==> src/hdl/ord_map.svh <==
`ifndef ORD_MAP_SVH
`define ORD_MAP_SVH

// register byte offsets on the bus
`define ORD_ADR_CTRL    8'h00
`define ORD_ADR_INSN    8'h04
`define ORD_ADR_DEC     8'h08

// control register width and reset value
`define ORD_CTRL_W      10
`define ORD_CTRL_RST    10'h000

// control register bit positions
`define ORD_C_DBIT      0
`define ORD_C_LEGACY    1
`define ORD_C_WPRES     2
`define ORD_C_IMPLIED   3
`define ORD_C_EXT       4
`define ORD_C_SRC_LO    5
`define ORD_C_SRC_HI    6
`define ORD_C_OPFX      7
`define ORD_C_APFX      8
`define ORD_C_SEG3      9

// instruction register layout and reset
`define ORD_INSN_RST    32'h0000_0000
`define ORD_I_WBIT      24

// register source codes
`define ORD_SRC_OPC     2'h0
`define ORD_SRC_MID     2'h1
`define ORD_SRC_RM      2'h2

// displacement size codes
`define ORD_DISP_NONE   2'h0
`define ORD_DISP_8      2'h1
`define ORD_DISP_16     2'h2
`define ORD_DISP_32     2'h3

`endif

==> src/hdl/ord_pkg.sv <==
package ord_pkg;

	// operand width after decode
	typedef enum logic [1:0] {
		SZ8,
		SZ16,
		SZ32
	} ord_size_e;

	// segment picked; order follows the field codes
	typedef enum logic [2:0] {
		SEG_EXTRA,
		SEG_CODE,
		SEG_STACK,
		SEG_DATA,
		SEG_F,
		SEG_G,
		SEG_NONE
	} ord_seg_e;

endpackage

==> src/hdl/ord_decode.sv <==
`timescale 1ns/1ns
`include "ord_map.svh"

module ord_decode (
	input  wire logic        CLOCK_I,
	input  wire logic        RST_I,
	input  wire logic        CYC_I,
	input  wire logic        STB_I,
	input  wire logic        WE_I,
	input  wire logic [7:0]  ADR_I,
	input  wire logic [3:0]  SEL_I,
	input  wire logic [31:0] DAT_I,
	output logic      [31:0] DAT_O,
	output logic             ACK_O,
	output logic      [1:0]  OPSIZE_O,
	output logic             ADDR32_O,
	output logic             SIB_PRESENT_O,
	output logic      [2:0]  SEG_SEL_O,
	output logic             SEG_BAD_O
);

	////////////////////////////////////////////////////////////////
	// bus side state

	logic [`ORD_CTRL_W-1:0] ctrl_reg;    // software control
	logic [31:0]            insn_reg;    // opcode, mod/rm, sib, w
	logic                   ack_reg;     // bus answer
	logic [31:0]            dat_reg;     // read data
	logic [31:0]            rd_next;     // read mux
	logic                   req;         // new bus request

	////////////////////////////////////////////////////////////////
	// decode results, all registered

	ord_pkg::ord_size_e size_reg;        // operand width
	ord_pkg::ord_seg_e  seg_reg;         // segment picked
	logic               ad32_reg;        // 32-bit addressing
	logic [2:0]         gpr_reg;         // register index
	logic               bytereg_reg;     // byte register
	logic               high_reg;        // high byte half
	logic               seg_bad_reg;     // unused seg code
	logic               sib_reg;         // sib follows
	logic [1:0]         disp_reg;        // displacement size
	logic               stack_reg;       // stack seg default
	logic               regmode_reg;     // operand is register
	logic               implied_reg;     // fixed mode
	logic [2:0]         ext_reg;         // opcode extension
	logic [1:0]         scale_reg;       // sib scale
	logic [2:0]         index_reg;       // sib index
	logic [2:0]         base_reg;        // sib base
	logic               noidx_reg;       // no index used

	////////////////////////////////////////////////////////////////
	// next values

	ord_pkg::ord_size_e size_next;
	ord_pkg::ord_seg_e  seg_next;
	logic               op32;            // effective operand size
	logic               ad32;            // effective address size
	logic               d_eff;           // default after mode
	logic [2:0]         code;            // chosen register code
	logic [2:0]         gpr_next;
	logic               bytereg_next;
	logic               high_next;
	logic               seg_bad_next;
	logic               sib_next;
	logic [1:0]         disp_next;
	logic               stack_next;
	logic               regmode_next;
	logic [2:0]         ext_next;

	// instruction fields
	logic [7:0] opc;
	logic [1:0] mdf;
	logic [2:0] mid;
	logic [2:0] rmf;
	logic [1:0] ssf;
	logic [2:0] idxf;
	logic [2:0] basf;
	logic       wbit;
	logic       wpres;
	logic       impl;

	assign opc   = insn_reg[7:0];
	assign mdf   = insn_reg[15:14];
	assign mid   = insn_reg[13:11];
	assign rmf   = insn_reg[10:8];
	assign ssf   = insn_reg[23:22];      // two bits
	assign idxf  = insn_reg[21:19];      // three bits
	assign basf  = insn_reg[18:16];
	assign wbit  = insn_reg[`ORD_I_WBIT];
	assign wpres = ctrl_reg[`ORD_C_WPRES];
	assign impl  = ctrl_reg[`ORD_C_IMPLIED];

	////////////////////////////////////////////////////////////////
	// wishbone slave

	assign req = CYC_I & STB_I & ~ack_reg;

	// answer one cycle after the request, drop next cycle
	always_ff @(posedge CLOCK_I or posedge RST_I) begin
		if (RST_I) begin
			ack_reg <= 1'b0;
		end else begin
			ack_reg <= req;
		end
	end

	// writes land on the edge where the master sees ack
	always_ff @(posedge CLOCK_I or posedge RST_I) begin
		if (RST_I) begin
			ctrl_reg <= `ORD_CTRL_RST;
			insn_reg <= `ORD_INSN_RST;
		end else if (CYC_I & STB_I & WE_I & ack_reg) begin
			// control: low byte and two bits of byte 1
			if (ADR_I == `ORD_ADR_CTRL) begin
				if (SEL_I[0]) begin
					ctrl_reg[7:0] <= DAT_I[7:0];
				end
				if (SEL_I[1]) begin
					ctrl_reg[9:8] <= DAT_I[9:8];
				end
			end
			// instruction bytes, per byte lane
			if (ADR_I == `ORD_ADR_INSN) begin
				for (int i = 0; i < 4; i++) begin
					if (SEL_I[i]) begin
						insn_reg[i*8 +: 8] <= DAT_I[i*8 +: 8];
					end
				end
			end
			// decode register and unmapped: write ignored
		end
	end

	// read mux; unused bits and unmapped words read zero
	always_comb begin
		rd_next = 32'h0000_0000;
		unique case (ADR_I)
			`ORD_ADR_CTRL: begin
				rd_next[`ORD_CTRL_W-1:0] = ctrl_reg;
			end
			`ORD_ADR_INSN: begin
				rd_next[24:0] = insn_reg[24:0];
			end
			`ORD_ADR_DEC: begin
				rd_next[29:0] = {noidx_reg, base_reg, index_reg,
					scale_reg, ext_reg, implied_reg, regmode_reg,
					stack_reg, disp_reg, sib_reg, seg_bad_reg,
					seg_reg, bytereg_reg, high_reg, gpr_reg,
					ad32_reg, size_reg};
			end
			default: begin
				rd_next = 32'h0000_0000;
			end
		endcase
	end

	// capture read data with the answer
	always_ff @(posedge CLOCK_I or posedge RST_I) begin
		if (RST_I) begin
			dat_reg <= 32'h0000_0000;
		end else if (req & ~WE_I) begin
			dat_reg <= rd_next;
		end
	end

	////////////////////////////////////////////////////////////////
	// size decode

	// legacy modes behave as default bit 0, prefixes toggle
	always_comb begin
		d_eff = ctrl_reg[`ORD_C_DBIT] & ~ctrl_reg[`ORD_C_LEGACY];
		op32  = d_eff ^ ctrl_reg[`ORD_C_OPFX];
		ad32  = d_eff ^ ctrl_reg[`ORD_C_APFX];
		if (wpres & ~wbit) begin
			size_next = ord_pkg::SZ8;
		end else if (op32) begin
			size_next = ord_pkg::SZ32;
		end else begin
			size_next = ord_pkg::SZ16;
		end
	end

	////////////////////////////////////////////////////////////////
	// register select

	// source field picked by instruction class
	always_comb begin
		unique case (ctrl_reg[`ORD_C_SRC_HI:`ORD_C_SRC_LO])
			`ORD_SRC_OPC: begin
				code = opc[2:0];
			end
			`ORD_SRC_MID: begin
				code = mid;
			end
			`ORD_SRC_RM: begin
				code = rmf;
			end
			default: begin
				// code 3 is illegal; fall back on opcode
				code = opc[2:0];
			end
		endcase
		// byte form: codes 4..7 are high halves of 0..3
		if (wpres & ~wbit) begin
			bytereg_next = 1'b1;
			high_next    = code[2];
			gpr_next     = {1'b0, code[1:0]};
		end else begin
			// word or dword form; width comes from size
			bytereg_next = 1'b0;
			high_next    = 1'b0;
			gpr_next     = code;
		end
		// middle bits as opcode extension when asked
		ext_next = ctrl_reg[`ORD_C_EXT] ? mid : 3'h0;
	end

	////////////////////////////////////////////////////////////////
	// segment select

	// two-bit field in opcode, three-bit in middle bits
	always_comb begin
		seg_bad_next = 1'b0;
		if (ctrl_reg[`ORD_C_SEG3]) begin
			if (mid[2:1] == 2'h3) begin
				seg_next     = ord_pkg::SEG_NONE;
				seg_bad_next = 1'b1;
			end else begin
				seg_next = ord_pkg::ord_seg_e'(mid);
			end
		end else begin
			seg_next = ord_pkg::ord_seg_e'({1'b0, opc[4:3]});
		end
	end

	////////////////////////////////////////////////////////////////
	// addressing mode

	// table chosen by address size; implied mode skips it
	always_comb begin
		regmode_next = (mdf == 2'h3) & ~impl;
		sib_next     = ad32 & (rmf == 3'h4)
			& (mdf != 2'h3) & ~impl;
		disp_next    = `ORD_DISP_NONE;
		stack_next   = 1'b0;
		if (impl | regmode_next) begin
			// fixed mode or register operand: no address
			disp_next  = `ORD_DISP_NONE;
			stack_next = 1'b0;
		end else if (~ad32) begin
			// 16-bit components
			unique case (mdf)
				2'h0: disp_next = (rmf == 3'h6) ? `ORD_DISP_16
					: `ORD_DISP_NONE;
				2'h1: disp_next = `ORD_DISP_8;
				default: disp_next = `ORD_DISP_16;
			endcase
			stack_next = (rmf[2:1] == 2'h1)
				| ((rmf == 3'h6) & (mdf != 2'h0));
		end else if (sib_next) begin
			// mode from mod and sib fields
			unique case (mdf)
				2'h0: disp_next = (basf == 3'h5) ? `ORD_DISP_32
					: `ORD_DISP_NONE;
				2'h1: disp_next = `ORD_DISP_8;
				default: disp_next = `ORD_DISP_32;
			endcase
			stack_next = (basf == 3'h4)
				| ((basf == 3'h5) & (mdf != 2'h0));
		end else begin
			// 32-bit components, no sib
			unique case (mdf)
				2'h0: disp_next = (rmf == 3'h5) ? `ORD_DISP_32
					: `ORD_DISP_NONE;
				2'h1: disp_next = `ORD_DISP_8;
				default: disp_next = `ORD_DISP_32;
			endcase
			stack_next = (rmf == 3'h5) & (mdf != 2'h0);
		end
	end

	////////////////////////////////////////////////////////////////
	// decode registers

	// one cycle behind the source registers; eases timing
	always_ff @(posedge CLOCK_I or posedge RST_I) begin
		if (RST_I) begin
			size_reg    <= ord_pkg::SZ8;
			ad32_reg    <= 1'b0;
			gpr_reg     <= 3'h0;
			bytereg_reg <= 1'b0;
			high_reg    <= 1'b0;
			ext_reg     <= 3'h0;
		end else begin
			size_reg    <= size_next;
			ad32_reg    <= ad32;
			gpr_reg     <= gpr_next;
			bytereg_reg <= bytereg_next;
			high_reg    <= high_next;
			ext_reg     <= ext_next;
		end
	end

	// segment results
	always_ff @(posedge CLOCK_I or posedge RST_I) begin
		if (RST_I) begin
			seg_reg     <= ord_pkg::SEG_EXTRA;
			seg_bad_reg <= 1'b0;
		end else begin
			seg_reg     <= seg_next;
			seg_bad_reg <= seg_bad_next;
		end
	end

	// address results; sib fields zero unless sib present
	always_ff @(posedge CLOCK_I or posedge RST_I) begin
		if (RST_I) begin
			sib_reg     <= 1'b0;
			disp_reg    <= `ORD_DISP_NONE;
			stack_reg   <= 1'b0;
			regmode_reg <= 1'b0;
			implied_reg <= 1'b0;
			scale_reg   <= 2'h0;
			index_reg   <= 3'h0;
			base_reg    <= 3'h0;
			noidx_reg   <= 1'b0;
		end else begin
			sib_reg     <= sib_next;
			disp_reg    <= disp_next;
			stack_reg   <= stack_next;
			regmode_reg <= regmode_next;
			implied_reg <= impl;
			scale_reg   <= sib_next ? ssf : 2'h0;
			index_reg   <= sib_next ? idxf : 3'h0;
			base_reg    <= sib_next ? basf : 3'h0;
			noidx_reg   <= sib_next & (idxf == 3'h4);
		end
	end

	////////////////////////////////////////////////////////////////
	// outputs

	assign DAT_O         = dat_reg;
	assign ACK_O         = ack_reg;
	assign OPSIZE_O      = size_reg;
	assign ADDR32_O      = ad32_reg;
	assign SIB_PRESENT_O = sib_reg;
	assign SEG_SEL_O     = seg_reg;
	assign SEG_BAD_O     = seg_bad_reg;

	////////////////////////////////////////////////////////////////
	// checks

	a_byte_width: assert property (
		@(posedge CLOCK_I) disable iff (RST_I)
		(wpres & ~wbit) |=> (size_reg == ord_pkg::SZ8))
		else $error("byte operand not 8 bits");

	// sampled reset keeps the release edge out: flops still load reset values there
	a_full_width: assert property (
		@(posedge CLOCK_I) disable iff (RST_I)
		~RST_I & ~(wpres & ~wbit) |=>
		(size_reg == ($past(op32) ? ord_pkg::SZ32 : ord_pkg::SZ16)))
		else $error("full operand width wrong");

	a_byte_high: assert property (
		@(posedge CLOCK_I) disable iff (RST_I)
		(wpres & ~wbit & code[2]) |=> (bytereg_reg & high_reg))
		else $error("high byte register not chosen");

	a_legacy_size: assert property (
		@(posedge CLOCK_I) disable iff (RST_I)
		(ctrl_reg[`ORD_C_LEGACY] & ~ctrl_reg[`ORD_C_APFX]) |=> ~ad32_reg)
		else $error("legacy mode not 16-bit address");

	a_prefix_flip: assert property (
		@(posedge CLOCK_I) disable iff (RST_I)
		$changed(ctrl_reg[`ORD_C_APFX]) & $stable(ctrl_reg[`ORD_C_DBIT])
		& $stable(ctrl_reg[`ORD_C_LEGACY]) |=> $changed(ad32_reg))
		else $error("address prefix did not toggle size");

	a_seg_unused: assert property (
		@(posedge CLOCK_I) disable iff (RST_I)
		(ctrl_reg[`ORD_C_SEG3] & (mid[2:1] == 2'h3)) |=>
		(seg_bad_reg & (seg_reg == ord_pkg::SEG_NONE)))
		else $error("unused segment code not flagged");

	a_seg_two: assert property (
		@(posedge CLOCK_I) disable iff (RST_I)
		~ctrl_reg[`ORD_C_SEG3] |=> (seg_reg[2] == 1'b0)
		& (seg_reg[1:0] == $past(opc[4:3])) & ~seg_bad_reg)
		else $error("two-bit segment out of range");

	a_sib_gate: assert property (
		@(posedge CLOCK_I) disable iff (RST_I)
		sib_reg |-> $past(ad32) & ($past(rmf) == 3'h4)
		& ($past(mdf) != 2'h3))
		else $error("sib flagged without its conditions");

	a_implied_mode: assert property (
		@(posedge CLOCK_I) disable iff (RST_I)
		impl |=> ~sib_reg & (disp_reg == `ORD_DISP_NONE) & ~regmode_reg)
		else $error("implied mode used addressing bytes");

	a_ack_pulse: assert property (
		@(posedge CLOCK_I) disable iff (RST_I)
		(CYC_I & STB_I & ~ACK_O) |=> ACK_O ##1 ~ACK_O)
		else $error("bus answer not a one-cycle pulse");

endmodule

==> config.mk <==
export PLATFORM = sky130hd
export DESIGN_NAME = ord_decode
export DESIGN_NICKNAME = d
export VERILOG_FILES = /design/src/hdl/ord_pkg.sv /design/src/hdl/ord_decode.sv
export VERILOG_INCLUDE_DIRS = /design/src /design/src/hdl
export SDC_FILE = /design/constraint.sdc
export NUM_CORES = 1
export LEC_CHECK = 0
export ABC_CLOCK_PERIOD_IN_PS = 3460
export BUFFER_PORTS_ARGS = -buffer_cell sky130_fd_sc_hd__buf_2
export CELL_PAD_IN_SITES_DETAIL_PLACEMENT = 1
export CELL_PAD_IN_SITES_GLOBAL_PLACEMENT = 1
export CORE_MARGIN = 2
export CORE_UTILIZATION = 44
export CTS_BUF_LIST = sky130_fd_sc_hd__clkbuf_8
export DETAILED_ROUTE_END_ITERATION = 16
export GPL_ROUTABILITY_DRIVEN = 1
export PLACE_DENSITY = 0.81
export SETUP_SLACK_MARGIN = 0.2
export SYNTH_ARGS = -nofsm -noshare
export SYNTH_HDL_FRONTEND = slang
export SYNTH_SLANG_ARGS = --single-unit
==> constraint.sdc <==
create_clock -name CLOCK_I -period 3.46 [get_ports CLOCK_I]
set_input_delay 0.346 -clock CLOCK_I [delete_from_list [all_inputs] [get_ports CLOCK_I]]
set_output_delay 0.346 -clock CLOCK_I [all_outputs]
set_load 0.02 [all_outputs]
==> results of run 1 <==
-- worst max path at each step --
| stage | from | end | slack (ns) | cells past startpoint |
|---|---|---|---|---|
| after global routing | ACK_O | DAT_O[8] | 1.07 | 5 |
| final | ACK_O | DAT_O[6] | 1.25 | 5 |
| after CTS | ACK_O | DAT_O[8] | 1.24 | 5 |
| after detailed placement | ADR_I[7] | DAT_O[24] | 1.21 | 5 |
| after global placement | ADR_I[7] | DAT_O[19] | 1.32 | 5 |
| after floorplan | RST_I | ACK_O | 0.61 | 1 |
-- area by class of cell --
cell class,instances,area share
clock buffer,9,0.02661
tap,108,0.02902
sequential,96,0.5160
multi-input combinational,204,0.3166
inverter,5,0.004300
timing repair buffer,85,0.09406
clock inverter,7,0.01344
-- metal layers --
layer,vias up,share of wire,track usage
li1,1297,-,-
met1,1438,0.47,0.2946
met2,70,0.48,0.3259
met3,11,0.038,0.02766
met4,0,0.016,0.07271
met5,-,0,0
-- metrics by stage --
step / area, µm² / hold slack [ns]
2_1_floorplan: 3956 / 0.4216
3_3_place_gp: 4469 / 0.4277
3_5_place_dp: 4469 / 0.4362
4_1_cts: 4656 / 0.1085
5_1_grt: 4656 / 0.1498
6_report: 4656 / 0.08663
-- critical path, stage by stage, from the launching register on --
cell and delay (ns):
dfrtp_1 0.41, nand4bb_1 0.52, buf_4 0.42, a21oi_1 0.18, and2_1 0.42, a22o_1 0.19
-- cells by family (layout without fill, tap and decap cells) --
| logic type | Yosys count | in the layout | share of synthesized area |
|---|---|---|---|
| and+or+nand+nor | 95 | 95 | 0.1279 |
| other | 1 | 2 | 0.0009488 |
| adders and majority gates | 2 | 2 | 0.006330 |
| DFF | 96 | 96 | 0.6078 |
| xor gates and xnor gates | 2 | 2 | 0.004433 |
| buffers and inverters | 18 | 106 | 0.02184 |
| AOI/OAI and AO/OA | 56 | 56 | 0.1004 |
| muxes | 47 | 47 | 0.1304 |
-- layout by cell type, fill, tap and decap left out, types with 3 or more instances in the layout --
cell	count
dfrtp_1	96
buf_2	80
mux2i_1	11
buf_4	5
mux2_2	35
a22o_1	15
nand2_1	45
a22oi_1	18
and2_1	13
o21ai_0	15
nand2b_1	3
nor2b_1	5
a21oi_1	3
clkbuf_8	9
nor2_1	11
inv_1	4
-- report_power, final --
part	internal [mW]	leakage (nW)	total (mW)	switching, mW
Combinational	0.0273	1.06	0.0823	0.0549
Sequential	1.12	1.34	1.12	0.00177
Clock	0.278	0.0980	0.713	0.435
Total	1.43	2.50	1.92	0.492
==> results.yml, run 1 <==
placement:
  dp_hpwl_um: 6960
  gp_congestion: 0.7540
  io_buffers: 80
  place_ws_ns: 1.214
  dp.cells: 498
drt:
  post_drt_wl_per_cell_um: 18.48
  drc_errors: 0
  avgViaCountPerCell: 5.479
  drtAntennaViolNets: 0
  dr.pass1.iters: 4
  vias: 2816
  drt_iter0_drc: 95
  wirelength_um: 9499
global_routing:
  gr-total-overflow: 0
  grt_pass1_vias: 2928
  antenna_found_initial: 0
  grt_pass1_wl_um: 15580
  grt_max_degree: 48
  grt.total_usage: 0.2061
worst_setup_path:
  r2r_slack_ns: 1.25
  cp-start-kind: "register"
  end_kind: "register"
  reg2reg_to: "DAT_O[6]"
  cp.arrival_ns: 2.52
  r2r_cells: 5
  path_class: "register to register"
  worstPathRequired_ns: 3.77
  r2r_start: "ACK_O"
  worstPathMaxFanout: 24
final_layout:
  num_antenna_cells: 0
  area_growth_pct: 17.79
  multiInputGateArea_um2: 1474
  fillers: 950
  final_util: 0.5339
  drive_gt1_frac: 0.3621
  largest_reg_flops: 30
  finalNetCount: 452
  final_cells: 514
  ff_latch_area_um2: 2402
floorplanning:
  ios: 90
  start_util: 0.4532
  die_x_um: 98.78
  dieArea_um2: 9757
  rows: 34
  core_um2: 8721
  die_h_um: 98.78
worst_hold_path:
  hp-class: "primary input to async pin"
cts:
  cts_made_buffers: 9
  root_buffer: "clkbuf_8"
  tritoncts: "yes"
  clk_pin_slew_ns: 0.10
  cts_hold_buf: 0
  cts_resized: 0
  clock_path_buffers: 2
  insertion_delay_ns: 0.37
  h-tree-depth: 3
  cts_num_sinks: 96
  post-cts-setup-buffers: 0
sta:
  max-slew-margin-rel: 0.3236
  grt_setup_unrepaired: "no"
  period_minus_slack_ns: 2.214
  fin_skew_ns: 0.01058
  fin_ws_ns: 1.246
  fmax_mhz: 451.7
  worstMarginPinSlew_ns: 1.007
  setup_tns_ns: 0
  drv_slew: 0
  finalCritPeriodShare: 0.6399
  final-setup-viol-count: 0
  hold_violations: 0
yosys:
  synth_top_flop_cell: "dfrtp_1"
  synth_area_leaders: "dfrtp_1 61%, mux2_2 10%, nand2_1 4.3%"
  yosysWarnings: 0
  yosysTopAreaCell: "dfrtp_1"
  synth_seq_area_share: 0.6078
  synth_edf_count: 0
  syn_inst: 317
  syn_area_um2: 3953
  synth.avg_cell_area_um2: 12.47
  ys_ff_latch: 96
  yosysMostFrequentCell: "dfrtp_1"
  synth.distinct_cells: 42
  synth_commonest_cells: "96 x dfrtp_1, 45 x nand2_1, 35 x mux2_2, 18 x a22oi_1"
  synth_top_cell_area_share: 0.6078
  synthArstFlopShare: 1.000
power:
  leakage_nw: 2.497
  power_density_nw_per_um2: 412.5
  ir_drop_uv: 209.2
  power_mw: 1.920
status:
  outcome: "finished, final reports clean"
flow_run:
  maxCapViolations: 0
Note: power is estimated with default switching activity, not from simulation.
==> run 2, diff against run 1 <==
- ABC_CLOCK_PERIOD_IN_PS: 3460 -> 1900
- CORE_UTILIZATION: 44 -> 40
- PLACE_DENSITY: 0.81 -> 0.78
- clock period: 3.46 -> 1.9 ns (I/O delays scaled with it)
==> results.yml, run 2 (synthesis results as in run 1) <==
cts:
  h-tree-depth: 3
  tritoncts: "yes"
  cts_made_buffers: 9
  clk_pin_slew_ns: 0.09
  cts_num_sinks: 96
  insertion_delay_ns: 0.37
  root_buffer: "clkbuf_8"
  clock_path_buffers: 2
worst_hold_path:
  hp-class: "primary input to register"
placement:
  io_buffers: 80
  gp_congestion: 0.8251
  dp.cells: 535
  dp_hpwl_um: 7242
worst_setup_path:
  worstPathRequired_ns: 2.16
  crit_chain: "nand2b_1 -> xor2_2 -> inv_1 -> o2111a_1 -> a2111oi_4"
  slowest_stage: "dfrtp_1"
  worstPathMaxFanout: 4
  crit_path_max_incr_delay_ns: 0.38
  r2r_slack_ns: 0.28
  path_class: "register to register"
  cp-start-kind: "register"
  path_buf_inv: 1
  cp.arrival_ns: 1.89
  cp_top_family: "compound AO/OA/AOI/OAI gates"
  end_kind: "register"
global_routing:
  antenna_found_initial: 0
  grtUsageMet1: 0.2687
  gr-total-overflow: 0
  grt_max_degree: 97
  grt_pass1_vias: 2988
  use_met3: 0.04301
  grt_pass1_wl_um: 15660
  grt.total_usage: 0.1984
  grt.busiest_layer: "met2"
  grtUsageMet2: 0.3141
power:
  leakage_nw: 2.585
  comb_power_share: 0.044
  p_sw_frac: 0.2173
  power.share.sequential: 0.568
  power_density_nw_per_um2: 739.9
  internal_power_mw: 2.821
  clkPwrFrac: 0.388
  p_sw_mw: 0.7833
  ir_drop_uv: 387.6
final_layout:
  drive_gt1_frac: 0.3828
  largest_reg_flops: 30
  final_util: 0.5031
  num_antenna_cells: 0
  final_cells: 551
  final_common_cell: "dfrtp_1"
  area_growth_pct: 23.27
  finalNetCount: 466
  layout_common_cells: "96 x dfrtp_1, 80 x buf_2, 45 x nand2_1"
drt:
  drc_errors: 0
  dr.pass1.iters: 4
  vias: 2835
  wirelength_um: 10020
  post_drt_wl_per_cell_um: 18.18
  drtAntennaViolNets: 0
  drt_iter0_drc: 119
  avgViaCountPerCell: 5.145
sta:
  fmax_mhz: 615.6
  grt_setup_unrepaired: "yes"
  drv_slew: 0
  period_minus_slack_ns: 1.624
  max-slew-margin-rel: 0.6327
  finalCritPeriodShare: 0.8549
  worstMarginPinSlew_ns: 0.5479
  fin_skew_ns: 0.01289
  final-setup-viol-count: 0
  hold_violations: 0
floorplanning:
  die_h_um: 103.4
  rows: 36
  start_util: 0.4081
  die_x_um: 103.4
  core_um2: 9684
  dieArea_um2: 10690
  ios: 90
flow_run:
  maxCapViolations: 0
status:
  outcome: "finished, final reports clean"
## run 2: cell types whose count changed in the layout (fill, tap and decap cells not counted), moves of 2 or more
cell / delta
buf_4: +10
buf_12: +2
bufinv_16: +2
clkinv_2: -2
inv_1: +2
inv_6: -2
inv_8: -2
## run 2: layout make-up
| cell class | instances | area [µm²] |
|---|---|---|
| fill | 1046 | 4812 |
| timing repair buffer | 99 | 574.3 |
| clock buffer | 9 | 123.9 |
| inverter | 5 | 22.52 |
| sequential | 96 | 2402 |
| multi-input combinational | 204 | 1506 |
| clock inverter | 5 | 76.32 |
| tap | 133 | 166.4 |
## run 2: routing by layer
layer	up-vias	wire, µm
met1	1455	4559
li1	1299	-
met3	12	417
met2	69	4866
met5	-	0
met4	0	174
## run 2: final timing paths
path / startpoint / to / cells after the start
setup reg to reg: ctrl_reg[1] / disp_reg[1] / 5
max in group asynchronous: RST_I / insn_reg[20] / 4
hold reg to reg: disp_reg[1] / DAT_O[14] / 2
min in group asynchronous: RST_I / DAT_O[0] / 4
setup / recovery: ctrl_reg[1] / disp_reg[1] / 5
hold / removal: DAT_I[15] / insn_reg[15] / 2
## run 2: metrics by stage
stage | setup WS [ns] | TNS (ns) | hold slack [ns] | power, mW | instance area, µm²
finish | 0.2757 | 0 | 0.04308 | 3.605 | 4872
detailed placement | -0.02438 | -0.04367 | 0.3772 | 2.247 | 4618
global placement | -0.006837 | -0.006837 | 0.3695 | 2.242 | 4618
CTS | 0.05894 | 0 | 0.03532 | 3.638 | 4841
floorplan | 0.2274 | 0 | 0.2979 | 2.166 | 3960
global route | 0.1594 | 0 | 0.03298 | 3.740 | 4872
## run 2: what timing repair did
| action | in CTS | in global routing |
|---|---|---|
| buffers inserted | 0 | 1 |
| setup endpoints to repair | 11 | 31 |
| pin swaps | 0 | 1 |
| hold endpoints to repair | 86 | 0 |
| resized for setup | 2 | 5 |
| hold buffers | 1 | 0 |
## run 2: power groups by stage
stage / clock network (mW) / logic (mW) / registers (mW)
2_1_floorplan: 0 / 0.0758 / 2.09
3_3_place_gp: 0 / 0.154 / 2.09
3_5_place_dp: 0 / 0.158 / 2.09
4_1_cts: 1.43 / 0.160 / 2.05
5_1_grt: 1.51 / 0.177 / 2.05
6_report: 1.40 / 0.158 / 2.05
## run 2: worst register-to-register path, cell delays in order, from the launching register on
cell and delay (ns):
dfrtp_1 0.38, nand2b_1 0.23, xor2_2 0.28, inv_1 0.12, o2111a_1 0.19, a2111oi_4 0.33
